<file path="src/verilog/rtc_counter_calendar_pkg.sv">
// Constants, types and reset state shared by the real-time counter/calendar.
//
// Functional notes
// - Only power-on reset or the soft reset bit reinitialise the block.
// - Mode, divider, clear-on-match, hour format: writes only while disabled or with enable written zero; event control only while disabled.
// - Enable-protected writes during a disable are held until the disable completes.
// - Ten-bit prescaler divides counting clock by two to the divider field, capped at ten.
// - Writing enable one starts the block; writing zero stops it.
// - Soft reset restores everything but debug control and the pin synchroniser and leaves block disabled.
// - Mode zero counts 32 bits, wraps to zero and sets overflow flag.
// - Mode zero compares against two 32-bit values; match sets flag next tick.
// - Mode zero clear-on-match with compare 0 clears counter, sets compare and overflow.
// - Mode one counts 16 bits up to period, wraps to zero, sets overflow.
// - Mode one compares against two 16-bit values; match sets flag next tick.
// - Calendar hours kept in 12 or 24 hour form per hour format bit.
// - Calendar holds seconds, minutes, hours, day from 1, month from 1, year.
// - Every year divisible by four is a leap year.
// - After Dec 31 23:59:59 of year 63 wrap to year 0, set overflow.
// - Two masked alarms compared with calendar; match sets alarm flag next tick.
// - Calendar clear-on-match with alarm 0 clears counter, sets alarm and overflow.
// - Periodic event n on rising prescaler bit n+2; none with divider zero.
// - Debug halt stops counting unless debug control keeps it running.
// - Write protection on all but flag clear and debug control writes; lifted in debug.
// - Accesses crossing to the counting clock are synchronised.
// - Sync busy rises at once, falls when done; further synced writes stall.
// - Interrupt line high while any enabled flag is set.
package rtc_counter_calendar_pkg;

	localparam logic [3:0] DIV_MAX = 4'hA;
	localparam logic [1:0] SYNC_CYCLES = 2'h3;

	localparam logic [1:0] MODE_COUNT32 = 2'h0;
	localparam logic [1:0] MODE_COUNT16 = 2'h1;
	localparam logic [1:0] MODE_CALENDAR = 2'h2;

	// Control word bit positions.
	localparam int SOFT_RESET_BIT_BIT = 0;
	localparam int CTRL_EN_BIT = 1;
	localparam int CTRL_MODE_LSB = 2;
	localparam int CTRL_HOURFMT_BIT = 6;
	localparam int CLEAR_ON_MATCH_BIT_BIT = 7;
	localparam int CTRL_DIV_LSB = 8;

	// Event control word bit positions.
	localparam int EV_PER_LSB = 0;
	localparam int EV_OVF_BIT = 8;
	localparam int EV_CMP_LSB = 9;

	// Flag bit positions; the compare flags double as alarm flags in calendar mode.
	localparam int FLAG_OVF = 0;
	localparam int FLAG_CMP0 = 1;
	localparam int FLAG_CMP1 = 2;
	localparam int FLAG_SYNCRDY = 3;

	localparam logic [31:0] COUNT32_TOP = 32'hFFFFFFFF;
	localparam logic [5:0] SEC_MAX = 6'h3B;
	localparam logic [5:0] MIN_MAX = 6'h3B;
	localparam logic [4:0] HOUR24_MAX = 5'h17;
	localparam logic [3:0] HOUR12_TOP = 4'hC;
	localparam logic [3:0] HOUR12_LAST = 4'hB;
	localparam logic [3:0] HOUR12_FIRST = 4'h1;
	localparam logic [4:0] DAY_FIRST = 5'h01;
	localparam logic [3:0] MON_FIRST = 4'h1;
	localparam logic [3:0] MON_MAX = 4'hC;
	localparam logic [3:0] MON_FEB = 4'h2;
	localparam logic [5:0] YEAR_MAX = 6'h3F;
	localparam logic [4:0] DAYS_LONG = 5'h1F;
	localparam logic [4:0] DAYS_SHORT = 5'h1E;
	localparam logic [4:0] DAYS_FEB_LEAP = 5'h1D;
	localparam logic [4:0] DAYS_FEB = 5'h1C;

	typedef enum logic [3:0] {
		SEL_CTRL, SEL_EVENT_CONTROL_REGISTER, SEL_COUNT, SEL_PER, SEL_COMP0, SEL_COMP1, SEL_MASK0,
		SEL_MASK1, SEL_INTENSET, SEL_INTENCLR, SEL_FLAGCLR, SEL_DEBUG_CONTROL_REGISTER
	} wr_sel_e;

	typedef struct packed {
		logic [5:0] year;
		logic [3:0] month;
		logic [4:0] day;
		logic [4:0] hour;
		logic [5:0] minute;
		logic [5:0] second;
	} cal_s;

	typedef struct packed {
		logic [1:0] gsync;
		logic gprev;
		logic [9:0] presc;
		logic enable;
		logic [1:0] mode;
		logic [3:0] divider;
		logic clear_on_match;
		logic hour_format;
		logic [7:0] per_oe;
		logic ovf_eo;
		logic [1:0] cmp_eo;
		logic ev_hold;
		logic [10:0] ev_hold_data;
		logic [31:0] count;
		logic [15:0] period_value;
		logic [31:0] comp0;
		logic [31:0] comp1;
		logic [2:0] mask0;
		logic [2:0] mask1;
		logic [3:0] flags;
		logic [3:0] inten;
		logic dbg_run;
		logic pend_valid;
		logic [1:0] sync_cnt;
		wr_sel_e pend_sel;
		logic [31:0] pend_data;
		logic [7:0] per_ev;
		logic ovf_ev;
		logic [1:0] cmp_ev;
		logic [31:0] rd;
	} state_s;

	localparam state_s ST_RST = '0;

endpackage : rtc_counter_calendar_pkg

</file>
<file path="src/verilog/rtc_counter_calendar.sv">
// Real-time counter with prescaler, three counting modes, sync and protection.
`timescale 1ns/100ps
`default_nettype none
module rtc_counter_calendar (
	input wire logic ref_clk_i,
	input wire logic rst_n_i,
	input wire logic counting_clock_i,
	input wire logic debug_halt_i,
	input wire logic ext_debug_i,
	input wire logic write_protect_i,
	input wire logic wr_en_i,
	input wire rtc_counter_calendar_pkg::wr_sel_e wr_sel_i,
	input wire logic [31:0] wr_data_i,
	output logic wr_ready_o,
	output logic sync_busy_o,
	output logic enabled_o,
	output logic [31:0] count_value_o,
	output logic [3:0] flags_o,
	output logic irq_o,
	output logic [7:0] per_event_o,
	output logic ovf_event_o,
	output logic [1:0] cmp_event_o
);
	import rtc_counter_calendar_pkg::*;

	state_s st_q;
	state_s st_d;
	cal_s cal_next;
	logic cal_wrap;
	logic gclk_rise;
	logic run;
	logic cnt_tick;
	logic protect;
	logic taken;
	logic disabling;
	logic do_swrst;
	logic m0;
	logic m1;
	logic [3:0] div;
	logic [3:0] tap;
	logic [9:0] presc_nx;
	logic [3:0] fset;
	logic [3:0] fclr;

	////////////////////////////////////////////////////////////////////////////////

	// Synchronised writes: their target lives on the counting side of the block.
	function automatic logic needs_sync(input wr_sel_e s);
		case (s)
			SEL_CTRL, SEL_COUNT, SEL_PER, SEL_COMP0, SEL_COMP1, SEL_MASK0, SEL_MASK1:
				needs_sync = 1'b1;
			default:
				needs_sync = 1'b0;
		endcase
	endfunction : needs_sync

	// Mask selection 0 never matches; 1..6 compare more fields from seconds up.
	function automatic logic cal_match(input logic [31:0] c, input logic [31:0] a,
			input logic [2:0] sel);
		cal_s m;
		m = '0;
		if (sel >= 3'h1) m.second = '1;
		if (sel >= 3'h2) m.minute = '1;
		if (sel >= 3'h3) m.hour = '1;
		if (sel >= 3'h4) m.day = '1;
		if (sel >= 3'h5) m.month = '1;
		if (sel >= 3'h6) m.year = '1;
		cal_match = (sel != 3'h0) && (((c ^ a) & m) == '0);
	endfunction : cal_match

	rtc_calendar_step u_step (
		.now_i(st_q.count),
		.hour_format_i(st_q.hour_format),
		.next_o(cal_next),
		.wrap_o(cal_wrap)
	);

	////////////////////////////////////////////////////////////////////////////////

	always_comb
	begin
		st_d = st_q;
		st_d.per_ev = '0;
		st_d.ovf_ev = 1'b0;
		st_d.cmp_ev = '0;
		fset = '0;
		fclr = '0;
		m0 = 1'b0;
		m1 = 1'b0;
		do_swrst = 1'b0;

		// The counting clock is a foreign pin; two flops before its edge is used.
		st_d.gsync = {st_q.gsync[0], counting_clock_i};
		st_d.gprev = st_q.gsync[1];
		gclk_rise = st_q.gsync[1] & ~st_q.gprev;

		run = st_q.enable && (!debug_halt_i || st_q.dbg_run);

		presc_nx = (gclk_rise && run) ? st_q.presc + 10'h001 : st_q.presc;
		st_d.presc = presc_nx;
		div = (st_q.divider > DIV_MAX) ? DIV_MAX : st_q.divider;
		tap = div - 4'h1;
		if (div == 4'h0)
			cnt_tick = gclk_rise && run;
		else
			cnt_tick = gclk_rise && run && presc_nx[tap] && !st_q.presc[tap];

		for (int n = 0; n < 8; n++)
		begin
			st_d.per_ev[n] = gclk_rise && run && st_q.per_oe[n] && (div != 4'h0)
				&& presc_nx[n + 2] && !st_q.presc[n + 2];
		end

		if (cnt_tick)
		begin
			case (st_q.mode)
				MODE_COUNT32:
				begin
					// compare flags one tick after the match
					m0 = st_q.count == st_q.comp0;
					m1 = st_q.count == st_q.comp1;
					if (m0 && st_q.clear_on_match)
					begin
						st_d.count = '0;
						fset[FLAG_OVF] = 1'b1;
					end
					else
					begin
						st_d.count = st_q.count + 32'h00000001;
						fset[FLAG_OVF] = st_q.count == COUNT32_TOP;
					end
				end
				MODE_COUNT16:
				begin
					m0 = st_q.count[15:0] == st_q.comp0[15:0];
					m1 = st_q.count[15:0] == st_q.comp1[15:0];
					if (st_q.count[15:0] == st_q.period_value)
					begin
						st_d.count = '0;
						fset[FLAG_OVF] = 1'b1;
					end
					else
					begin
						st_d.count = {16'h0000, st_q.count[15:0] + 16'h0001};
					end
				end
				MODE_CALENDAR:
				begin
					// masked alarms; one tick is assumed to be one second
					m0 = cal_match(st_q.count, st_q.comp0, st_q.mask0);
					m1 = cal_match(st_q.count, st_q.comp1, st_q.mask1);
					if (m0 && st_q.clear_on_match)
					begin
						st_d.count = '0;
						fset[FLAG_OVF] = 1'b1;
					end
					else
					begin
						st_d.count = cal_next;
						fset[FLAG_OVF] = cal_wrap;
					end
				end
				default:
				begin
				end
			endcase
			fset[FLAG_CMP0] = m0;
			fset[FLAG_CMP1] = m1;
		end
		st_d.ovf_ev = fset[FLAG_OVF] && st_q.ovf_eo;
		st_d.cmp_ev = fset[FLAG_CMP1:FLAG_CMP0] & st_q.cmp_eo;

		// protection lifted in debug halt and for the external debugger
		protect = write_protect_i && !debug_halt_i && !ext_debug_i;
		// a synced write while busy stalls
		wr_ready_o = !(st_q.pend_valid && needs_sync(wr_sel_i));
		taken = wr_en_i && wr_ready_o && !(protect && wr_sel_i != SEL_FLAGCLR
			&& wr_sel_i != SEL_DEBUG_CONTROL_REGISTER);
		disabling = st_q.pend_valid && st_q.pend_sel == SEL_CTRL
			&& !st_q.pend_data[CTRL_EN_BIT];

		if (taken)
		begin
			case (wr_sel_i)
				SEL_CTRL, SEL_COUNT, SEL_PER, SEL_COMP0, SEL_COMP1, SEL_MASK0, SEL_MASK1:
				begin
					// hand the write to the counting side
					st_d.pend_valid = 1'b1;
					st_d.pend_sel = wr_sel_i;
					st_d.pend_data = wr_data_i;
					st_d.sync_cnt = SYNC_CYCLES;
				end
				SEL_EVENT_CONTROL_REGISTER:
				begin
					if (!st_q.enable)
					begin
						st_d.per_oe = wr_data_i[EV_PER_LSB +: 8];
						st_d.ovf_eo = wr_data_i[EV_OVF_BIT];
						st_d.cmp_eo = wr_data_i[EV_CMP_LSB +: 2];
					end
					else if (disabling)
					begin
						st_d.ev_hold = 1'b1;
						st_d.ev_hold_data = wr_data_i[10:0];
					end
				end
				SEL_INTENSET: st_d.inten = st_q.inten | wr_data_i[3:0];
				SEL_INTENCLR: st_d.inten = st_q.inten & ~wr_data_i[3:0];
				SEL_FLAGCLR: fclr = wr_data_i[3:0];
				SEL_DEBUG_CONTROL_REGISTER: st_d.dbg_run = wr_data_i[0];
				default:
				begin
				end
			endcase
		end

		// busy for a fixed crossing time, then the write lands
		if (st_q.pend_valid)
		begin
			if (st_q.sync_cnt != 2'h1)
			begin
				st_d.sync_cnt = st_q.sync_cnt - 2'h1;
			end
			else
			begin
				st_d.pend_valid = 1'b0;
				fset[FLAG_SYNCRDY] = 1'b1;
				case (st_q.pend_sel)
					SEL_CTRL:
					begin
						do_swrst = st_q.pend_data[SOFT_RESET_BIT_BIT];
						// enable-protected fields only while disabled or disabling
						if (!st_q.enable || !st_q.pend_data[CTRL_EN_BIT])
						begin
							st_d.mode = st_q.pend_data[CTRL_MODE_LSB +: 2];
							st_d.divider = st_q.pend_data[CTRL_DIV_LSB +: 4];
							st_d.clear_on_match = st_q.pend_data[CLEAR_ON_MATCH_BIT_BIT];
							st_d.hour_format = st_q.pend_data[CTRL_HOURFMT_BIT];
						end
						// release a held event control write
						if (st_q.enable && !st_q.pend_data[CTRL_EN_BIT] && st_q.ev_hold)
						begin
							st_d.per_oe = st_q.ev_hold_data[EV_PER_LSB +: 8];
							st_d.ovf_eo = st_q.ev_hold_data[EV_OVF_BIT];
							st_d.cmp_eo = st_q.ev_hold_data[EV_CMP_LSB +: 2];
						end
						st_d.ev_hold = 1'b0;
						st_d.enable = st_q.pend_data[CTRL_EN_BIT];
					end
					SEL_COUNT:
						st_d.count = (st_q.mode == MODE_COUNT16)
							? {16'h0000, st_q.pend_data[15:0]} : st_q.pend_data;
					SEL_PER: st_d.period_value = st_q.pend_data[15:0];
					SEL_COMP0: st_d.comp0 = st_q.pend_data;
					SEL_COMP1: st_d.comp1 = st_q.pend_data;
					SEL_MASK0: st_d.mask0 = st_q.pend_data[2:0];
					SEL_MASK1: st_d.mask1 = st_q.pend_data[2:0];
					default:
					begin
					end
				endcase
			end
		end

		// Hardware set wins over a clear in the same cycle.
		st_d.flags = (st_q.flags & ~fclr) | fset;
		st_d.rd = (st_q.mode == MODE_COUNT16) ? {16'h0000, st_d.count[15:0]} : st_d.count;

		// soft reset keeps debug control and the pin synchroniser
		if (do_swrst)
		begin
			st_d = ST_RST;
			st_d.dbg_run = st_q.dbg_run;
			st_d.gsync = {st_q.gsync[0], counting_clock_i};
			st_d.gprev = st_q.gsync[1];
		end
	end

	// only the power-on reset pin clears the state asynchronously
	always_ff @(posedge ref_clk_i or negedge rst_n_i)
	begin
		if (!rst_n_i)
			st_q <= ST_RST;
		else
			st_q <= st_d;
	end

	assign sync_busy_o = st_q.pend_valid;
	assign enabled_o = st_q.enable;
	assign count_value_o = st_q.rd;
	assign flags_o = st_q.flags;
	// one interrupt line for all enabled flags
	assign irq_o = |(st_q.flags & st_q.inten);
	assign per_event_o = st_q.per_ev;
	assign ovf_event_o = st_q.ovf_ev;
	assign cmp_event_o = st_q.cmp_ev;
endmodule : rtc_counter_calendar
`default_nettype wire

</file>
<file path="src/verilog/rtc_calendar_step.sv">
// One-second advance of the packed calendar value.
`timescale 1ns/100ps
`default_nettype none
module rtc_calendar_step (
	input wire rtc_counter_calendar_pkg::cal_s now_i,
	input wire logic hour_format_i,
	output rtc_counter_calendar_pkg::cal_s next_o,
	output logic wrap_o
);
	import rtc_counter_calendar_pkg::*;

	logic day_carry;
	logic [4:0] dim;

	function automatic logic [4:0] days_in(input logic [3:0] month, input logic [5:0] year);
		case (month)
			MON_FEB: days_in = (year[1:0] == 2'h0) ? DAYS_FEB_LEAP : DAYS_FEB;
			4'h4, 4'h6, 4'h9, 4'hB: days_in = DAYS_SHORT;
			default: days_in = DAYS_LONG;
		endcase
	endfunction : days_in

	always_comb
	begin
		next_o = now_i;
		wrap_o = 1'b0;
		day_carry = 1'b0;
		dim = days_in(now_i.month, now_i.year);
		if (now_i.second != SEC_MAX)
		begin
			next_o.second = now_i.second + 6'h01;
		end
		else
		begin
			next_o.second = '0;
			if (now_i.minute != MIN_MAX)
			begin
				next_o.minute = now_i.minute + 6'h01;
			end
			else
			begin
				next_o.minute = '0;
				if (hour_format_i)
				begin
					// Bit 4 is the afternoon marker; midnight reads as 12 before noon.
					if (now_i.hour[3:0] == HOUR12_TOP)
					begin
						next_o.hour = {now_i.hour[4], HOUR12_FIRST};
					end
					else if (now_i.hour[3:0] == HOUR12_LAST)
					begin
						next_o.hour = {~now_i.hour[4], HOUR12_TOP};
						day_carry = now_i.hour[4];
					end
					else
					begin
						next_o.hour = {now_i.hour[4], now_i.hour[3:0] + 4'h1};
					end
				end
				else if (now_i.hour == HOUR24_MAX)
				begin
					next_o.hour = '0;
					day_carry = 1'b1;
				end
				else
				begin
					next_o.hour = now_i.hour + 5'h01;
				end
			end
		end
		if (day_carry)
		begin
			if (now_i.day != dim)
			begin
				next_o.day = now_i.day + 5'h01;
			end
			else
			begin
				next_o.day = DAY_FIRST;
				if (now_i.month != MON_MAX)
				begin
					next_o.month = now_i.month + 4'h1;
				end
				else
				begin
					next_o.month = MON_FIRST;
					// year 63 wraps to year 0
					if (now_i.year == YEAR_MAX)
					begin
						next_o.year = '0;
						wrap_o = 1'b1;
					end
					else
					begin
						next_o.year = now_i.year + 6'h01;
					end
				end
			end
		end
	end

endmodule : rtc_calendar_step
`default_nettype wire

</file>
<file path="config.mk">
export PLATFORM = sky130hd
export DESIGN_NAME = rtc_counter_calendar
export DESIGN_NICKNAME = d
export VERILOG_FILES = /design/src/verilog/rtc_counter_calendar_pkg.sv /design/src/verilog/rtc_counter_calendar.sv /design/src/verilog/rtc_calendar_step.sv
export SDC_FILE = /design/constraint.sdc
export NUM_CORES = 1
export LEC_CHECK = 0
export ABC_CLOCK_PERIOD_IN_PS = 5450
export BUFFER_PORTS_ARGS = -buffer_cell sky130_fd_sc_hd__buf_4
export CELL_PAD_IN_SITES_DETAIL_PLACEMENT = 1
export CELL_PAD_IN_SITES_GLOBAL_PLACEMENT = 2
export CORE_MARGIN = 2
export CORE_UTILIZATION = 42
export CTS_CLUSTER_DIAMETER = 120
export DETAILED_ROUTE_END_ITERATION = 12
export PLACE_DENSITY_LB_ADDON = 0.1
export SLEW_MARGIN = 20
export SYNTH_ARGS = -nofsm -noshare
export SYNTH_HDL_FRONTEND = slang
export SYNTH_SLANG_ARGS = --single-unit
</file>
<file path="constraint.sdc">
create_clock -name ref_clk_i -period 5.45 [get_ports ref_clk_i]
set_clock_uncertainty 0.2 [all_clocks]
set_input_delay 1.09 -clock ref_clk_i [delete_from_list [all_inputs] [get_ports ref_clk_i]]
set_output_delay 1.09 -clock ref_clk_i [all_outputs]
set_load 0.02 [all_outputs]
</file>
==> run summary, run 1 <==
status -> completed
combinational share of power -> 35.0%
H-Tree Depth -> 1
Post-synth EDFFs -> 0
TritonCTS clock tree -> yes
DR iter-0 viols -> 693
Hold Buf Count CTS -> 0
top post-synthesis cells by area -> dfrtp_1, a22o_1, nand2_1, o21ai_0, xor2_1
die area -> 0.0329 mm^2
CP Launch Type -> flip-flop
overflow left after global routing -> 0
reg-to-reg endpoint -> st_q[201]
Sequential Power Share -> 40.3%
Max IR drop VDD -> 0.386 mV
mean routed wirelength per cell -> 23.3 um
FFs w/ async S/R, synth -> 100%
root buffer cell -> clkbuf_16
Mean Syn Cell Area -> 9.25 um^2
Setup-failing EPs final -> 0
number of core rows -> 64
Rel. slew slack -> 26.5%
Die Y -> 181 um
first-pass GRT wire length -> 68600 um
half-perimeter wire length after placement -> 30000 um
RSZ-0062 raised after global routing -> no
number of global-route vias before repair -> 11500
chip width -> 181 um
DR DRC count -> 0
post-CTS resize count -> 0
DR pass1 iterations -> 5
top achievable clock speed -> 0.222 GHz
buffer depth of the longest clock path -> 3
layout cells sized above 1 -> 14.2%
final period utilization -> 82.8%
Worst-path clk slew -> 0.06 ns
FF-to-FF setup slack -> 0.94 ns
crit-path max FO -> 24
CTS sink cnt -> 238
final hold vios -> 0
Tot Pwr -> 8.02 mW
Critical Path End Type -> flip-flop
ANT nets after route -> 0
Mapped Cells -> 1430
start of the worst register-to-register path -> st_q[236]
port bufs -> 93
hold crit path type -> flip-flop to flip-flop
CP peak stage delay -> 0.73 ns
CTS Buf Count -> 28
max cap viols -> 0
WHS Path Cells -> 0
Sw Ratio -> 40.3%
vias post-DR -> 11100
pin count of the biggest net entering global routing -> 105
Final min period -> 4.51 ns
Final Max Tran Viols -> 0
clk_lat worst skew -> 0.56 ns
Setup TNS Final -> 0 ns
Synth top area share -> 45.0%
cell depth of the worst flop-to-flop path -> 13
cell accounting for the most synthesized area -> dfrtp_1
Crit path required time -> 5.65 ns
hold path endpoint -> st_q[253]
pwr dens -> 538 mW/mm^2
Global Route Usage Sum -> 26.5%
hold path startpoint -> st_q[252]
vias per std cell -> 5.97
CP cell instances -> o21ai_1, and2_1, inv_1, ha_1, xnor2_1, a2111oi_0, o311ai_0, a311oi_1, or2_1, buf_12, nand2_1, o41ai_1, nor3_1
unique cell type count in the Yosys netlist -> 84
Clk network pwr share -> 24.7%
Arr. time, crit path -> 4.71 ns
routed wire length -> 43200 um
syn_nets -> 1489
Yosys warning count -> 0
core footprint -> 0.0308 mm^2
Worst setup startpoint -> st_q[236]
post-synthesis cell area -> 0.0132 mm^2
NetSw -> 3.23 mW
Internal -> 4.79 mW
IO Count -> 94
total setup buffers inserted after CTS -> 0
top_reg_cell synth -> dfrtp_1
initial core utilization -> 42.9%
critical path type -> flip-flop to flip-flop
Least-Margin Pin Slew -> 1.10 ns
Fin Hold WS -> 0.147 ns
initial antenna violation count -> 0
sequential area share after synthesis -> 45.0%
CP max stage cell -> a311oi_1
gpl congestion -> 0.858
P_leak -> 6.60 nW
nets -> 1492
Synth-to-Final Area Change -> 12.7%
synthesized flop and latch total -> 238
==> power by group through the flow <==
stage / Sequential (mW) / Combinational (mW) / Clock (mW)
global placement: 3.24 / 2.75 / 0
CTS: 3.22 / 2.83 / 2.02
global route: 3.32 / 3.12 / 2.08
finish: 3.23 / 2.81 / 1.98
floorplan: 2.74 / 2.35 / 0
detailed placement: 3.25 / 2.80 / 0
==> cell families (layout without fill, tap and decap cells) <==
group	after synthesis	in the layout	synth area share (%)
compound gates	392	392	20.7
xor+xnor	93	93	6.16
fa+ha+maj	16	16	1.51
buf+inv	178	203	6.83
flops	238	238	45.0
mux	27	27	2.17
other cells	0	1	0
simple gates	486	486	17.6
==> how the worst max path moves through the flow <==
stage	endpoint	cells after the start
CTS	st_q[201]	13
detailed placement	st_q[201]	11
floorplan	st_q[201]	10
finish	st_q[201]	13
global placement	st_q[201]	11
global route	st_q[201]	13
==> final cells by class <==
type,instances,area [um^2]
timing repair buffer,123,956
fill,3465,15900
antenna,1,2.50
clock buffer,43,847
multi-input combinational,1014,6410
tap,396,495
sequential,238,5960
clock inverter,9,131
inverter,28,105
==> flip-flops by register name, summed over array words and instances, names as in the netlist <==
register / count
cmp_event_o: 2
st_q: 189
sync_busy_o: 1
ovf_event_o: 1
flags_o: 4
count_value_o: 32
enabled_o: 1
per_event_o: 8
==> cells in the final DEF (no fill, tap or decap), types with 7 or more instances in the layout <==
master     instances
nor2_1           110
a211oi_1          18
clkbuf_16         28
ha_1              16
nand3_1           42
dfrtp_1          238
buf_4            120
o21ai_0          113
or3_1              7
xnor2_1           33
nor2b_1           13
a31oi_1           15
nand4_1           19
xor2_1            60
a32o_1             8
nand2b_1           9
mux2i_1           23
and2_1             7
nor4_1            19
a22o_1            83
inv_1             28
clkbuf_8           9
nor3_1            27
and3_1            14
nand2_1          171
a21oi_1           70
==> synthesized netlist by cell type, types with 13 or more instances <==
cell,number
nor3_1,28
nand2_1,172
nor2b_1,13
o21ai_0,113
nor4_1,21
xor2_1,60
buf_2,20
clkbuf_1,73
dfrtp_1,238
inv_1,28
and3_1,15
mux2i_1,23
buf_4,52
ha_1,16
a21oi_1,70
nor2_1,115
nand4_1,19
a22o_1,83
a211oi_1,18
nand3_1,43
a31oi_1,16
xnor2_1,33
==> critical path, delay by kind of cell (launching register included) <==
family / cells / cell delay, ns
buffers and inverters: 2 / 0.36
adders and majority gates: 1 / 0.27
and+or+nand+nor: 4 / 0.89
DFF: 1 / 0.42
xor gates and xnor gates: 1 / 0.15
AOI/OAI and AO/OA: 5 / 2.05
==> through the flow <==
stage | cells | area (um^2) | utilization (%) | setup slack [ns]
after floorplan | 1430 | 13200 | - | 1.89
after global placement | 1799 | 13900 | 45.2 | 0.879
after detailed placement | 1799 | 13900 | 45.2 | 0.801
after CTS | 1851 | 14900 | 48.3 | 0.894
after global routing | 1851 | 14900 | 48.3 | 0.602
final | 1852 | 14900 | 48.3 | 0.939
==> routing by layer <==
metal	track usage [%]	wire length, um	share of wire, %
met5	0	0	0
met4	6.80	1200	2.8
met3	2.89	1710	4.0
met2	42.5	19700	46
met1	38.2	20500	48
(Power assumes the default switching activity.)
==> run 2: changes to the inputs <==
--- a/config.mk
+++ b/config.mk
@@ -5,12 +5,12 @@
 export SDC_FILE = /design/constraint.sdc
 export NUM_CORES = 1
 export LEC_CHECK = 0
-export ABC_CLOCK_PERIOD_IN_PS = 5450
+export ABC_CLOCK_PERIOD_IN_PS = 4450
 export BUFFER_PORTS_ARGS = -buffer_cell sky130_fd_sc_hd__buf_4
 export CELL_PAD_IN_SITES_DETAIL_PLACEMENT = 1
 export CELL_PAD_IN_SITES_GLOBAL_PLACEMENT = 2
 export CORE_MARGIN = 2
-export CORE_UTILIZATION = 42
+export CORE_UTILIZATION = 39
 export CTS_CLUSTER_DIAMETER = 120
 export DETAILED_ROUTE_END_ITERATION = 12
 export PLACE_DENSITY_LB_ADDON = 0.1
==> constraint.sdc (replaced) <==
create_clock -name ref_clk_i -period 4.45 [get_ports ref_clk_i]
set_clock_uncertainty 0.2 [all_clocks]
set_input_delay 0.89 -clock ref_clk_i [delete_from_list [all_inputs] [get_ports ref_clk_i]]
set_output_delay 0.89 -clock ref_clk_i [all_outputs]
set_load 0.02 [all_outputs]
==> run 2 against run 1 <==
Non-clock buffer count rose by 21. Hold slack worse by 0.030 ns. Core utilization decreased by 3.4 points. Global-route usage fell by 0.98 points. Sequential power grew 22%. Largest power group unchanged. Via count increased by 1.2%. Largest cell class unchanged. Die area up 7.5%. Clock power increased by 14%. Critical endpoint unchanged. Critical path depth unchanged.
==> run summary, run 2 (synthesized netlist as in run 1, its figures left out) <==
status -> completed
Rel. slew slack -> 30.7%
most frequent cells in the layout -> dfrtp_1, nand2_1, buf_4
nets -> 1513
P_leak -> 6.67 nW
CTS Buf Count -> 28
Setup-failing EPs final -> 0
clk_lat worst skew -> 0.56 ns
first-pass GRT wire length -> 70400 um
Die Y -> 188 um
start of the worst register-to-register path -> st_q[236]
chip width -> 188 um
Final Max Tran Viols -> 0
root buffer cell -> clkbuf_16
DR DRC count -> 0
gpl congestion -> 0.866
hold crit path type -> input port to async pin
vias post-DR -> 11200
Worst-path clk slew -> 0.06 ns
initial core utilization -> 39.5%
cell depth of the worst flop-to-flop path -> 13
layout cells sized above 1 -> 15.5%
Global Route Usage Sum -> 25.5%
post-CTS resize count -> 0
H-Tree Depth -> 1
total setup buffers inserted after CTS -> 0
Critical Path End Type -> flip-flop
final instance area -> 0.0150 mm^2
mean routed wirelength per cell -> 23.2 um
pin count of the biggest net entering global routing -> 84
buffer depth of the longest clock path -> 3
CP peak stage delay -> 0.51 ns
core footprint -> 0.0334 mm^2
Setup TNS Final -> 0 ns
Fin Hold WS -> 0.117 ns
total of fill cells in the finished design -> 3752
TritonCTS clock tree -> yes
die area -> 0.0354 mm^2
half-perimeter wire length after placement -> 30600 um
final period utilization -> 91.2%
CP max stage cell -> o41ai_1
routed wl met2 -> 20900 um
area post-placement -> 0.0141 mm^2
FF-to-FF setup slack -> 0.39 ns
CTS sink cnt -> 238
flip-flop and latch area -> 0.00596 mm^2
critical path type -> flip-flop to flip-flop
RSZ-0062 raised after global routing -> no
Antenna diodes -> 0
max cap viols -> 0
port bufs -> 93
CP cell instances -> o21ai_1, and2_1, inv_1, ha_1, xnor2_1, a2111oi_0, o311ai_0, a311oi_2, or2_1, buf_12, nand2_1, o41ai_1, nor3_1
Final min period -> 4.06 ns
Hold Buf Count CTS -> 0
Top reg by flops -> st_q
highest metal used -> met4
CP Launch Type -> flip-flop
crit-path max FO -> 31
routed wire length -> 44600 um
number of global-route vias before repair -> 11600
Arr. time, crit path -> 4.27 ns
initial antenna violation count -> 0
area of the multi-input gates -> 0.00642 mm^2
Crit path required time -> 4.66 ns
top achievable clock speed -> 0.246 GHz
Synth-to-Final Area Change -> 13.8%
pwr dens -> 649 mW/mm^2
DR iter-0 viols -> 733
Least-Margin Pin Slew -> 1.03 ns
reg-to-reg endpoint -> st_q[201]
max reg flops -> 189
final hold vios -> 0
Max IR drop VDD -> 0.322 mV
vias per std cell -> 5.82
IO Count -> 94
Met3 Wirelength -> 1820 um
number of core rows -> 67
overflow left after global routing -> 0
met1 WL -> 20900 um
DR pass1 iterations -> 5
Layout Utilization -> 45.0%
commonest non-fill, non-tap cell in the layout -> dfrtp_1
ANT nets after route -> 0
-- run 2: changes by cell type in the layout (fill, tap and decap cells not counted), moves of 2 or more --
cell       previous run  this run
buf_4               120       141
bufinv_16             3         1
clkbuf_8              9         6
clkinv_2              5        10
-- run 2: worst max path at each step --
stage,start,endpoint,depth (start not counted)
2_1_floorplan,st_q[236],st_q[201],14
3_5_place_dp,st_q[236],st_q[201],13
4_1_cts,st_q[236],st_q[201],13
3_3_place_gp,debug_halt_i,st_q[201],11
5_1_grt,st_q[236],st_q[201],13
6_report,st_q[236],st_q[201],13
-- run 2: metrics by stage --
step / power [mW] / instances / setup WS (ns)
after floorplan: 6.24 / 1430 / 1.03
after global placement: 7.45 / 1872 / 0.427
after detailed placement: 7.52 / 1872 / 0.324
after CTS: 9.83 / 1923 / 0.319
after global routing: 10.4 / 1923 / 0.0797
final: 9.76 / 1923 / 0.390
-- run 2: power breakdown --
part	total (mW)	switching, mW	leakage (nW)	internal [mW]
combinational	3.57	2.01	3.18	1.56
clock	2.26	0.950	0.454	1.31
sequential	3.93	1.05	3.04	2.88
-- run 2: critical path, delay by kind of cell (launching register included) --
kind,cells,cell delay (ns)
fa+ha+maj,1,0.27
buf+inv,2,0.35
compound gates,5,1.82
xor+xnor,1,0.15
simple gates,4,0.68
flops,1,0.42
-- run 2: area by class of cell --
cell class | instances | area share [%]
clock buffers | 39 | 5.33
clock inverters | 12 | 0.640
inverters | 28 | 0.698
multi-input cells | 1014 | 42.6
flip-flops and latches | 238 | 39.6
well taps | 448 | 3.72
repair buffers | 144 | 7.40
-- run 2: routing by layer --
metal / up-vias / GRT usage [%]
met1: 5772 / 36.5
met5: - / 0
met3: 53 / 3.07
met2: 228 / 41.3
li1: 5140 / -
met4: 0 / 5.78
